### src/rtl/ext_edge_pkg.sv
// Purpose: Shared constants and carriers for the external edge interrupt block
// Assumes: 32-bit AXI4-Lite register bus, one clock at 25 MHz
// Notes:   Offsets are byte addresses of aligned words
package ext_edge_pkg;

  localparam int unsigned CLK_HZ         = 25_000_000;
  localparam int unsigned ADDR_W         = 8;

  // Register byte offsets
  localparam logic [7:0]  OFF_EDGE_SEL_A = 8'h00;
  localparam logic [7:0]  OFF_EDGE_SEL_B = 8'h04;
  localparam logic [7:0]  OFF_TEST_SRC   = 8'h08;
  localparam logic [7:0]  OFF_FLAGS      = 8'h0C;
  localparam logic [7:0]  OFF_WAKE       = 8'h10;
  localparam logic [7:0]  OFF_NOISE_CFG  = 8'h14;
  localparam logic [7:0]  OFF_PINS       = 8'h18;

  // Flag bit positions in the flag register
  localparam int unsigned FLAG_DUAL      = 0;
  localparam int unsigned FLAG_FILT      = 1;
  localparam int unsigned FLAG_ASYNC     = 2;
  localparam int unsigned FLAG_TEST      = 3;
  localparam int unsigned FLAG_KEY       = 4;
  localparam int unsigned NUM_FLAGS      = 5;

  // Reset values
  localparam logic [1:0]  EDGE_A_RST     = 2'h0;
  localparam logic        EDGE_B_RST     = 1'h0;
  localparam logic [1:0]  TEST_SRC_RST   = 2'h0;
  localparam logic        NOISE_CFG_RST  = 1'h0;

  // Filtered input edge select encoding
  localparam logic [1:0]  SEL_RISE       = 2'h0;
  localparam logic [1:0]  SEL_FALL       = 2'h1;
  localparam logic [1:0]  SEL_BOTH       = 2'h2;
  localparam logic [1:0]  SEL_OFF        = 2'h3;

  // Test source select: 0 test input, 1 key inputs to test flag, 2 key to interrupt only
  localparam logic [1:0]  TSRC_TEST_PIN  = 2'h0;
  localparam logic [1:0]  TSRC_KEY_TEST  = 2'h1;
  localparam logic [1:0]  TSRC_KEY_IRQ   = 2'h2;

  // Noise eliminator sampling periods in clock cycles, chosen by one config bit
  localparam logic [7:0]  NOISE_DIV_FAST = 8'h04;
  localparam logic [7:0]  NOISE_DIV_SLOW = 8'h40;
  localparam logic [1:0]  NOISE_AGREE    = 2'h2;

  localparam logic [1:0]  RESP_OKAY      = 2'h0;
  localparam logic [1:0]  RESP_SLVERR    = 2'h2;

  typedef struct packed {
    logic        dual;
    logic        filt;
    logic        async_sel;
    logic        test;
    logic [7:0]  key;
  } pins_t;

endpackage : ext_edge_pkg

### src/rtl/ext_edge_irq.sv
// Purpose: Edge detection for external interrupt, test and key inputs
// Assumes: Pins are asynchronous to aclk; AXI4-Lite register slave
// Notes:   Standby release is a level output while standby is high and any wake source is pending
module ext_edge_irq (
  input  wire logic                aclk,
  input  wire logic                aresetn,
  input  wire logic                dual_edge_irq_pin,
  input  wire logic                filtered_irq_pin,
  input  wire logic                async_select_irq_pin,
  input  wire logic                rising_test_input,
  input  wire logic [7:0]          key_input_pins,
  input  wire logic                standby,
  input  wire logic                irq_ack_valid,
  input  wire logic [4:0]          irq_ack_mask,
  output logic     [4:0]           irq_flags,
  output logic                     test_event_flag,
  output logic                     wake_release,
  output logic     [7:0]           key_port_oe,
  input  wire logic [7:0]          s_axi_awaddr,
  input  wire logic                s_axi_awvalid,
  output logic                     s_axi_awready,
  input  wire logic [31:0]         s_axi_wdata,
  input  wire logic [3:0]          s_axi_wstrb,
  input  wire logic                s_axi_wvalid,
  output logic                     s_axi_wready,
  output logic     [1:0]           s_axi_bresp,
  output logic                     s_axi_bvalid,
  input  wire logic                s_axi_bready,
  input  wire logic [7:0]          s_axi_araddr,
  input  wire logic                s_axi_arvalid,
  output logic                     s_axi_arready,
  output logic     [31:0]          s_axi_rdata,
  output logic     [1:0]           s_axi_rresp,
  output logic                     s_axi_rvalid,
  input  wire logic                s_axi_rready
);

  typedef struct packed {
    ext_edge_pkg::pins_t sync1;
    ext_edge_pkg::pins_t sync2;
    ext_edge_pkg::pins_t prev;
    logic        [7:0]   noise_cnt;
    logic        [1:0]   agree_cnt;
    logic                filt_level;
    logic                filt_cand;
    logic        [1:0]   edge_sel_a;
    logic                edge_sel_b;
    logic        [1:0]   test_src;
    logic                noise_cfg;
    logic        [4:0]   flags;
    logic                aw_held;
    logic        [7:0]   aw_addr;
    logic                w_held;
    logic        [31:0]  w_data;
    logic        [3:0]   w_strb;
    logic                bvalid;
    logic        [1:0]   bresp;
    logic                rvalid;
    logic        [31:0]  rdata;
    logic        [1:0]   rresp;
  } state_t;

  state_t st_reg;
  state_t st_next;

  ext_edge_pkg::pins_t pins_in;
  assign pins_in = '{dual: dual_edge_irq_pin, filt: filtered_irq_pin,
                     async_sel: async_select_irq_pin, test: rising_test_input,
                     key: key_input_pins};

  logic        [4:0]  set_ev;
  logic        [4:0]  clr_ev;
  logic               filt_rise;
  logic               filt_fall;
  logic               filt_edge;
  logic               async_edge;
  logic               test_rise;
  logic               key_fall;
  logic               wr_fire;
  logic               rd_fire;
  logic        [31:0] wr_word;
  logic        [31:0] rd_word;
  logic               rd_ok;
  logic        [7:0]  noise_div;

  ////////////////////////////////////////////////////////////////////////////
  // Edge events on the second synchroniser stage; the filtered input edges on the noise filter output

  always_comb begin
    // Edge on sync2 vs prev: sync1 feeds only sync2
    filt_rise  = st_reg.filt_cand & ~st_reg.filt_level
                 & (st_reg.agree_cnt == ext_edge_pkg::NOISE_AGREE);
    filt_fall  = ~st_reg.filt_cand & st_reg.filt_level
                 & (st_reg.agree_cnt == ext_edge_pkg::NOISE_AGREE);
    unique case (st_reg.edge_sel_a)
      ext_edge_pkg::SEL_RISE: filt_edge = filt_rise;
      ext_edge_pkg::SEL_FALL: filt_edge = filt_fall;
      ext_edge_pkg::SEL_BOTH: filt_edge = filt_rise | filt_fall;
      ext_edge_pkg::SEL_OFF:  filt_edge = 1'b0;
    endcase
    async_edge = st_reg.edge_sel_b
                 ? (~st_reg.sync2.async_sel & st_reg.prev.async_sel)
                 : (st_reg.sync2.async_sel & ~st_reg.prev.async_sel);
    test_rise  = st_reg.sync2.test & ~st_reg.prev.test;
    key_fall   = |(~st_reg.sync2.key & st_reg.prev.key);
    set_ev = '0;
    set_ev[ext_edge_pkg::FLAG_DUAL]  = st_reg.sync2.dual ^ st_reg.prev.dual;
    set_ev[ext_edge_pkg::FLAG_FILT]  = filt_edge;
    set_ev[ext_edge_pkg::FLAG_ASYNC] = async_edge;
    set_ev[ext_edge_pkg::FLAG_KEY]   = key_fall &
                                       (st_reg.test_src != ext_edge_pkg::TSRC_KEY_TEST);
    unique case (st_reg.test_src)
      ext_edge_pkg::TSRC_TEST_PIN: set_ev[ext_edge_pkg::FLAG_TEST] = test_rise;
      ext_edge_pkg::TSRC_KEY_TEST: set_ev[ext_edge_pkg::FLAG_TEST] = key_fall;
      default:                     set_ev[ext_edge_pkg::FLAG_TEST] = 1'b0;
    endcase
  end

  assign noise_div = st_reg.noise_cfg ? ext_edge_pkg::NOISE_DIV_SLOW
                                      : ext_edge_pkg::NOISE_DIV_FAST;

  ////////////////////////////////////////////////////////////////////////////
  // Register bus decode

  assign wr_fire = st_reg.aw_held & st_reg.w_held & ~st_reg.bvalid;
  assign rd_fire = s_axi_arvalid & ~st_reg.rvalid;

  always_comb begin
    rd_ok   = 1'b1;
    rd_word = '0;
    unique case (s_axi_araddr)
      ext_edge_pkg::OFF_EDGE_SEL_A: rd_word = {30'h0, st_reg.edge_sel_a};
      ext_edge_pkg::OFF_EDGE_SEL_B: rd_word = {31'h0, st_reg.edge_sel_b};
      ext_edge_pkg::OFF_TEST_SRC:   rd_word = {30'h0, st_reg.test_src};
      ext_edge_pkg::OFF_FLAGS:      rd_word = {27'h0, st_reg.flags};
      ext_edge_pkg::OFF_WAKE:       rd_word = {31'h0, wake_release};
      ext_edge_pkg::OFF_NOISE_CFG:  rd_word = {31'h0, st_reg.noise_cfg};
      ext_edge_pkg::OFF_PINS:       rd_word = {20'h0, st_reg.sync2.key, st_reg.sync2.test,
                                               st_reg.sync2.async_sel, st_reg.filt_level,
                                               st_reg.sync2.dual};
      default:                      rd_ok   = 1'b0;
    endcase
  end

  always_comb begin
    for (int i = 0; i < 4; i++) begin
      wr_word[i*8 +: 8] = st_reg.w_strb[i] ? st_reg.w_data[i*8 +: 8] : 8'h00;
    end
  end

  always_comb begin
    clr_ev = irq_ack_valid ? irq_ack_mask : 5'h00;
    if (wr_fire && st_reg.aw_addr == ext_edge_pkg::OFF_FLAGS) begin
      clr_ev = clr_ev | wr_word[4:0];       // Write one to clear
    end
  end

  ////////////////////////////////////////////////////////////////////////////
  // Next state

  always_comb begin
    st_next = st_reg;
    st_next.sync1 = pins_in;
    st_next.sync2 = st_reg.sync1;
    st_next.prev  = st_reg.sync2;

    // Filtered input: sampled on a divided strobe, accepted after agreeing samples
    if (st_reg.noise_cnt >= noise_div - 8'h01) begin
      st_next.noise_cnt = 8'h00;
      if (st_reg.sync2.filt != st_reg.filt_cand) begin
        st_next.filt_cand = st_reg.sync2.filt;
        st_next.agree_cnt = 2'h1;
      end else if (st_reg.agree_cnt != ext_edge_pkg::NOISE_AGREE) begin
        st_next.agree_cnt = st_reg.agree_cnt + 2'h1;
      end
    end else begin
      st_next.noise_cnt = st_reg.noise_cnt + 8'h01;
    end
    if (st_reg.agree_cnt == ext_edge_pkg::NOISE_AGREE) begin
      st_next.filt_level = st_reg.filt_cand;
    end

    st_next.flags = (st_reg.flags & ~clr_ev) | set_ev;

    // AXI write side: address and data taken in either order
    if (s_axi_awvalid && !st_reg.aw_held) begin
      st_next.aw_held = 1'b1;
      st_next.aw_addr = s_axi_awaddr;
    end
    if (s_axi_wvalid && !st_reg.w_held) begin
      st_next.w_held = 1'b1;
      st_next.w_data = s_axi_wdata;
      st_next.w_strb = s_axi_wstrb;
    end
    if (wr_fire) begin
      st_next.aw_held = 1'b0;
      st_next.w_held  = 1'b0;
      st_next.bvalid  = 1'b1;
      st_next.bresp   = ext_edge_pkg::RESP_OKAY;
      unique case (st_reg.aw_addr)
        ext_edge_pkg::OFF_EDGE_SEL_A: begin
          if (st_reg.w_strb[0]) st_next.edge_sel_a = st_reg.w_data[1:0];
        end
        ext_edge_pkg::OFF_EDGE_SEL_B: begin
          if (st_reg.w_strb[0]) st_next.edge_sel_b = st_reg.w_data[0];
        end
        ext_edge_pkg::OFF_TEST_SRC: begin
          if (st_reg.w_strb[0]) st_next.test_src = st_reg.w_data[1:0];
        end
        ext_edge_pkg::OFF_NOISE_CFG: begin
          if (st_reg.w_strb[0]) st_next.noise_cfg = st_reg.w_data[0];
        end
        ext_edge_pkg::OFF_FLAGS, ext_edge_pkg::OFF_WAKE, ext_edge_pkg::OFF_PINS: begin
        end
        default: st_next.bresp = ext_edge_pkg::RESP_SLVERR;
      endcase
    end
    if (st_reg.bvalid && s_axi_bready) begin
      st_next.bvalid = 1'b0;
    end

    // AXI read side: single cycle answer
    if (rd_fire) begin
      st_next.rvalid = 1'b1;
      st_next.rdata  = rd_word;
      st_next.rresp  = rd_ok ? ext_edge_pkg::RESP_OKAY : ext_edge_pkg::RESP_SLVERR;
    end else if (st_reg.rvalid && s_axi_rready) begin
      st_next.rvalid = 1'b0;
    end
  end

  ////////////////////////////////////////////////////////////////////////////
  // State register; reset overrides every other update

  always_ff @(posedge aclk) begin
    if (!aresetn) begin
      st_reg            <= '0;
      st_reg.edge_sel_a <= ext_edge_pkg::EDGE_A_RST;
      st_reg.edge_sel_b <= ext_edge_pkg::EDGE_B_RST;
      st_reg.test_src   <= ext_edge_pkg::TSRC_TEST_PIN;
      st_reg.noise_cfg  <= ext_edge_pkg::NOISE_CFG_RST;
    end else begin
      st_reg <= st_next;
    end
  end

  ////////////////////////////////////////////////////////////////////////////
  // Outputs

  // Filtered input is left out so it can never end standby
  assign wake_release = ~aresetn
                        | (standby & (st_reg.flags[ext_edge_pkg::FLAG_DUAL]
                        | st_reg.flags[ext_edge_pkg::FLAG_ASYNC]
                        | st_reg.flags[ext_edge_pkg::FLAG_TEST]));
  assign irq_flags       = st_reg.flags;
  assign test_event_flag = st_reg.flags[ext_edge_pkg::FLAG_TEST];
  assign key_port_oe     = 8'hFF;    // Key pins never driven: plain inputs
  assign s_axi_awready   = ~st_reg.aw_held;
  assign s_axi_wready    = ~st_reg.w_held;
  assign s_axi_bvalid    = st_reg.bvalid;
  assign s_axi_bresp     = st_reg.bresp;
  assign s_axi_arready   = ~st_reg.rvalid;
  assign s_axi_rvalid    = st_reg.rvalid;
  assign s_axi_rdata     = st_reg.rdata;
  assign s_axi_rresp     = st_reg.rresp;

endmodule : ext_edge_irq

### config.mk
export PLATFORM = sky130hd
export DESIGN_NAME = ext_edge_irq
export DESIGN_NICKNAME = d
export VERILOG_FILES = /design/src/rtl/ext_edge_pkg.sv /design/src/rtl/ext_edge_irq.sv
export SDC_FILE = /design/constraint.sdc
export NUM_CORES = 1
export LEC_CHECK = 0
export ABC_AREA = 1
export BUFFER_PORTS_ARGS = -buffer_cell sky130_fd_sc_hd__buf_4
export CORE_MARGIN = 3
export CORE_UTILIZATION = 40
export CTS_CLUSTER_SIZE = 20
export DETAILED_ROUTE_END_ITERATION = 8
export GPL_ROUTABILITY_DRIVEN = 0
export MAX_ROUTING_LAYER = met4
export PLACE_DENSITY = 0.66
export RECOVER_POWER = 50
export SLEW_MARGIN = 20
export SYNTH_ARGS = -nofsm -noshare
export SYNTH_HDL_FRONTEND = slang
export SYNTH_SLANG_ARGS = --single-unit
### constraint.sdc
create_clock -name aclk -period 2.2 [get_ports aclk]
set_clock_uncertainty 0.2 [all_clocks]
set_input_delay 0.66 -clock aclk [delete_from_list [all_inputs] [get_ports aclk]]
set_output_delay 0.66 -clock aclk [all_outputs]
set_load 0.01 [all_outputs]
Yosys cells after proc, flatten, opt, wreduce, memory -nomap -nowiden
Index checks and enable logic that the tools add are counted.

Add/subtract/negate cells: 3. $lt $le $gt $ge: 1. Equal/unequal tests: 20. Mux-type cells: 15. Bitwise logic cells: 33. Reduce and logical (&&, ||, !) cells: 25.

Operators by type and width (number): 12-bit one-hot mux with 7 select lines (1); 8-bit by 5-bit == test with 1-bit output (second input constant) (6); 8-bit by 4-bit == test with 1-bit output (second input constant) (4); 8-bit by 3-bit == test with 1-bit output (second input constant) (2); 8-bit logical NOT (2); 5-bit two-way mux (3); 7-bit OR reduction (2); 1-bit bitwise AND (12); 3-bit AND reduction (4); 1-bit NOT (10); 5-bit bitwise OR (2); 8-bit by 1-bit adder with 8-bit output (second input constant) (1); 8-bit bitwise AND (1); 8-bit >= comparator (1); 2-bit two-way mux (4); 8-bit NOT (1); 8-bit OR reduction (1); 7-bit by 1-bit subtractor with 8-bit output (second input constant) (1); 7-bit two-way mux (1); 2-bit == test (second input constant) (3); 2-bit OR reduction (3); 5-bit bitwise AND (1); 1-bit logical AND (5); 5-bit NOT (1); 14 further kinds (25).

Flip-flop bits (word level): 112. Bits of input ports: 78. Output and inout bits: 56. Word-level logic and storage cells: 130.

Longest topological paths before layout
Depth after elaboration: 7. Mapped depth: 10. Depth with buffers taken out: 10.

Worst setup path before layout
No wires, ideal clock.

Path type: input-to-output. From: in aresetn. To: out wake_release. Arrival: 0.912 ns. Setup slack: 0.428 ns. Stages on the path: 2. Buffers on the path: 1. Path through: buf_2 -> nand2_1.

Cells in the longest elaborated chain, start to end: 2.

RTL lines: start: declaration (line ext_edge_irq.sv:6) `input wire logic aresetn,`; 1-bit NOT (no source line); 1-bit bitwise OR (line ext_edge_irq.sv:252) `| (standby & (st_reg.flags[ext_edge_pkg::FLAG_DUAL]`; end: declaration (line ext_edge_irq.sv:17) `output logic wake_release,`.

Every way passes these cells.

Worst setup path after layout
From: reg st_reg (netlist bit irq_flags[3]). To: out wake_release.

Cells in the longest elaborated chain, start to end: 3.

RTL lines: start: declaration (line ext_edge_irq.sv:63) `state_t st_reg;`; start signal: assignment (line ext_edge_irq.sv:243) `st_reg <= st_next;`; 1-bit bitwise OR (line ext_edge_irq.sv:254) `| st_reg.flags[ext_edge_pkg::FLAG_TEST]));`; 1-bit bitwise AND (line ext_edge_irq.sv:252); 1-bit bitwise OR (line ext_edge_irq.sv:252).

Every way passes these cells.

==> flow_summary.html <==
<table>
<tr><th>Metric</th><th>Value</th></tr>
<tr><th colspan="2">Run status</th></tr>
<tr><td>Status</td><td>finished, final reports clean</td></tr>
<tr><th colspan="2">Yosys</th></tr>
<tr><td>Syn_area_per_cell</td><td>roughly 7.6 µm²</td></tr>
<tr><td>Synth Warn #</td><td>0</td></tr>
<tr><td>Most used standard cells in the synthesized netlist</td><td>92 x sky130_fd_sc_hd__nand2_1, 90 x sky130_fd_sc_hd__dfxtp_1, 84 x sky130_fd_sc_hd__inv_1</td></tr>
<tr><td>Number of synthesized flops with an enable pin</td><td>0</td></tr>
<tr><td>Yosys top cell by area</td><td>sky130_fd_sc_hd__dfxtp_1</td></tr>
<tr><td>Area fraction of the dominant cell type after synthesis</td><td>44.85%</td></tr>
<tr><td>Most common flop cell mapped by yosys</td><td>sky130_fd_sc_hd__dfxtp_1</td></tr>
<tr><td>Cells taking the most area after synthesis</td><td>sky130_fd_sc_hd__dfxtp_1 45%, sky130_fd_sc_hd__buf_4 9.2%, sky130_fd_sc_hd__nand2_1 8.6%, sky130_fd_sc_hd__inv_1 7.8%, sky130_fd_sc_hd__a21oi_1 5.7%</td></tr>
<tr><td>Most frequent cell after synthesis</td><td>sky130_fd_sc_hd__nand2_1</td></tr>
<tr><td>Share of async-settable or async-resettable flops after synthesis</td><td>0%</td></tr>
<tr><td>Number of unique standard cell types used by synthesis</td><td>34</td></tr>
<tr><td>Post-synthesis register bit count</td><td>90</td></tr>
<tr><td>Fraction of the yosys area taken by sequential cells</td><td>44.85%</td></tr>
<tr><td>Synth Instances</td><td>530</td></tr>
<tr><td>Cell Area, Synth</td><td>4018 µm²</td></tr>
<tr><th colspan="2">STA</th></tr>
<tr><td>Unrepaired setup endpoints after global routing</td><td>no</td></tr>
<tr><td>Final number of hold-violating endpoints</td><td>0</td></tr>
<tr><td>Number of pins exceeding their max-slew limit in the final report</td><td>0</td></tr>
<tr><td>Clock period minus worst slack</td><td>2.050 ns</td></tr>
<tr><td>Tightest slew margin relative to the limit</td><td>34.76%</td></tr>
<tr><td>Worst-margin pin slew</td><td>just under 1 ns</td></tr>
<tr><td>Setup TNS after final layout</td><td>0 ns</td></tr>
<tr><td>Hold WS</td><td>0.2169 ns</td></tr>
<tr><td>Final setup violation count</td><td>0</td></tr>
<tr><td>FMAX</td><td>487.9 MHz</td></tr>
<tr><td>Final critical-path share of the clock period</td><td>93.17%</td></tr>
<tr><th colspan="2">Power and ir drop</th></tr>
<tr><td>Part of the power in registers</td><td>approximately 53%</td></tr>
<tr><td>Comb power frac</td><td>11.1%</td></tr>
<tr><td>VDD IR-drop max</td><td>approximately 360 µV</td></tr>
<tr><td>Power density normalized to cell area</td><td>712.5 nW/µm²</td></tr>
<tr><td>Relative contribution of the clock network to total power</td><td>35.9%</td></tr>
<tr><td>Net Sw Power</td><td>855.2 µW</td></tr>
<tr><td>Cell leakage power</td><td>2.284 nW</td></tr>
<tr><td>Total internal power</td><td>2.447 mW</td></tr>
<tr><td>Sw Share</td><td>25.90%</td></tr>
<tr><th colspan="2">Global routing</th></tr>
<tr><td>Number of global-route vias before repair</td><td>a little under 3000</td></tr>
<tr><td>Pin count of the biggest net entering global routing</td><td>57</td></tr>
<tr><td>Number of antenna violations at the first check in global routing</td><td>0</td></tr>
<tr><td>Overflow left after global routing</td><td>0</td></tr>
<tr><td>Global-route wire length before repair</td><td>13.24 mm</td></tr>
<tr><td>GRT Util Overall</td><td>~15%</td></tr>
<tr><th colspan="2">Routing</th></tr>
<tr><td>Post-detailed-route wirelength per cell</td><td>11.10 µm</td></tr>
<tr><td>Drt drc</td><td>0</td></tr>
<tr><td>Number of search-and-repair iterations in the first detailed-routing pass</td><td>4</td></tr>
<tr><td>Total number of vias</td><td>3200</td></tr>
<tr><td>Starting DRC count in detailed routing</td><td>around 140</td></tr>
<tr><td>Vias per Instance</td><td>4.457</td></tr>
<tr><td>Remaining number of nets flagged by the antenna check after routing</td><td>0</td></tr>
<tr><td>Aggregate routed wire length</td><td>~8.0 mm</td></tr>
<tr><th colspan="2">Cells and area</th></tr>
<tr><td>Share of cells above drive strength 1</td><td>19.69%</td></tr>
<tr><td>Post-synthesis to final-layout area growth</td><td>15.35%</td></tr>
<tr><td>Sequential Area</td><td>approximately 1800 µm²</td></tr>
<tr><td>Largest register FFs</td><td>45</td></tr>
<tr><td>Multi-input gate area</td><td>1559 µm²</td></tr>
<tr><td>Number of fill cells</td><td>~970</td></tr>
<tr><td>Number of inserted diodes</td><td>0</td></tr>
<tr><td># nets final</td><td>668</td></tr>
<tr><th colspan="2">Worst setup path</th></tr>
<tr><td>Slowest CP cell</td><td>sky130_fd_sc_hd__dfxtp_1</td></tr>
<tr><td>Crit path cell chain</td><td>nor2_1 -&gt; nand2_1 -&gt; nand2_1 -&gt; nand2_1 -&gt; buf_4</td></tr>
<tr><td>Largest fanout of any net on the critical path</td><td>4</td></tr>
<tr><td>Delay contributed by the slowest stage of the critical path</td><td>0.36 ns</td></tr>
<tr><td>Most Frequent Cell on Critical Path</td><td>sky130_fd_sc_hd__nand2_1</td></tr>
<tr><td>Worst endpoint required time</td><td>1.34 ns</td></tr>
<tr><td>Crit path arrival time</td><td>roughly 1.2 ns</td></tr>
<tr><td>CP startpoint kind</td><td>flop</td></tr>
<tr><td>Type of the worst setup path</td><td>flop to primary output</td></tr>
<tr><td>Critical path capture point type</td><td>primary output</td></tr>
<tr><th colspan="2">Floorplan</th></tr>
<tr><td>Die Y-Extent</td><td>106.2 µm</td></tr>
<tr><td>Die width</td><td>106.2 µm</td></tr>
<tr><td>Number of cell rows</td><td>35</td></tr>
<tr><td>Count of pins on the block boundary</td><td>134</td></tr>
<tr><td>Core area</td><td>9503 µm²</td></tr>
<tr><td>Initial standard-cell utilization of the core</td><td>a little over two fifths</td></tr>
<tr><td>Overall die area</td><td>11280 µm²</td></tr>
<tr><th colspan="2">Clock network</th></tr>
<tr><td>Total clock buffers created by CTS</td><td>9</td></tr>
<tr><td>Worst-Skew Late Latency</td><td>0.36 ns</td></tr>
<tr><td>Post-CTS Setup Inserts</td><td>0</td></tr>
<tr><td>Sinks on Clock Net</td><td>90</td></tr>
<tr><td>Register clock-pin slew on the reported worst setup and hold paths</td><td>0.09 ns</td></tr>
<tr><td>Count of instances resized after the clock tree is built</td><td>0</td></tr>
<tr><td>Worst-case clock buffer depth</td><td>2</td></tr>
<tr><td>Clock tree from TritonCTS</td><td>done</td></tr>
<tr><td>Root Buffer</td><td>sky130_fd_sc_hd__clkbuf_8</td></tr>
<tr><td>Number of hold buffers added after cts</td><td>0</td></tr>
<tr><td>H-tree levels</td><td>3</td></tr>
<tr><th colspan="2">Place</th></tr>
<tr><td>Final HPWL from detailed placement</td><td>6.037 mm</td></tr>
<tr><td>Count of buffers from port buffering</td><td>73</td></tr>
<tr><th colspan="2">Run</th></tr>
<tr><td>Max Cap Violations</td><td>0</td></tr>
<tr><th colspan="2">Min path</th></tr>
<tr><td>Worst hold path type</td><td>flop to flop</td></tr>
</table>
## path summary, 6_finish.rpt
check / end / slack, ns / start / cells past startpoint
setup reg to reg: st_reg[102]$_SDFF_PP0_ / 0.33 / st_reg[89]$_SDFFE_PN0P_ / 7
hold reg to reg: st_next[114]$_SDFF_PN0_ / 0.22 / st_next[126]$_SDFF_PN0_ / 2
hold / removal: st_next[114]$_SDFF_PN0_ / 0.22 / st_next[126]$_SDFF_PN0_ / 2
setup / recovery: wake_release / 0.15 / irq_flags[3]$_SDFF_PN0_ / 5
## layer usage
layer  vias up  wire length [µm]  GRT usage, %
li1       1674                 -             -
met1      1401              3917         20.10
met2       110              3359         21.86
met3        15               541         2.975
met4         0               154         5.180
met5         -                 0             -
## kinds of logic after synthesis
logic type	synth area share, %
AO/OA/AOI/OAI	12.55
XOR/XNOR	0.8722
adder cells (fa/ha/maj)	1.869
buffers and inverters	19.06
flip-flops	44.85
other	0.1869
AND/OR/NAND/NOR	20.62
## power groups by stage
stage / clock (mW) / sequential [mW] / combinational (mW)
6_report: 1.19 / 1.75 / 0.367
5_1_grt: 1.27 / 1.76 / 0.417
4_1_cts: 1.21 / 1.75 / 0.371
3_5_place_dp: 0 / 1.79 / 0.370
3_3_place_gp: 0 / 1.79 / 0.360
2_1_floorplan: 0 / 1.78 / 0.282
## final cells by class
type / count / area share (%)
Tap cell: 129 / 3.483
Multi-Input combinational cell: 318 / 33.64
Inverter: 90 / 7.397
Sequential cell: 90 / 38.88
Clock buffer: 11 / 3.267
Clock inverter: 5 / 1.323
Timing Repair Buffer: 75 / 12.01
## stage by stage
step | setup WS (ns) | instance area, µm² | utilization (%) | instances | power [mW]
6_report | 0.1503 | 4634 | 48.77 | 718 | 3.302
5_1_grt | 0.03540 | 4634 | 48.77 | 718 | 3.442
4_1_cts | 0.1441 | 4641 | 48.83 | 718 | 3.334
3_5_place_dp | 0.2283 | 4428 | 46.60 | 702 | 2.158
3_3_place_gp | 0.2477 | 4428 | 46.60 | 702 | 2.146
2_1_floorplan | 0.4275 | 4126 | - | 559 | 2.059
## placed cells by master, fill, tap and decap left out, drive strengths merged, types with 7 or more instances in the layout
master / instances
clkbuf: 13
a21oi: 49
conb: 31
dfxtp: 90
inv: 90
nand4: 7
nand2: 98
nand3: 19
buf: 73
o21ai: 40
nor2: 50
## worst max-delay path: cells and delay by family, from the launching register on
| kind | cells | cell delay [ns] |
|---|---|---|
| flip-flops | 1 | 0.36 |
| AND/OR/NAND/NOR | 4 | 0.32 |
| buffers and inverters | 1 | 0.15 |
Power figures use the tool's default switching activity.
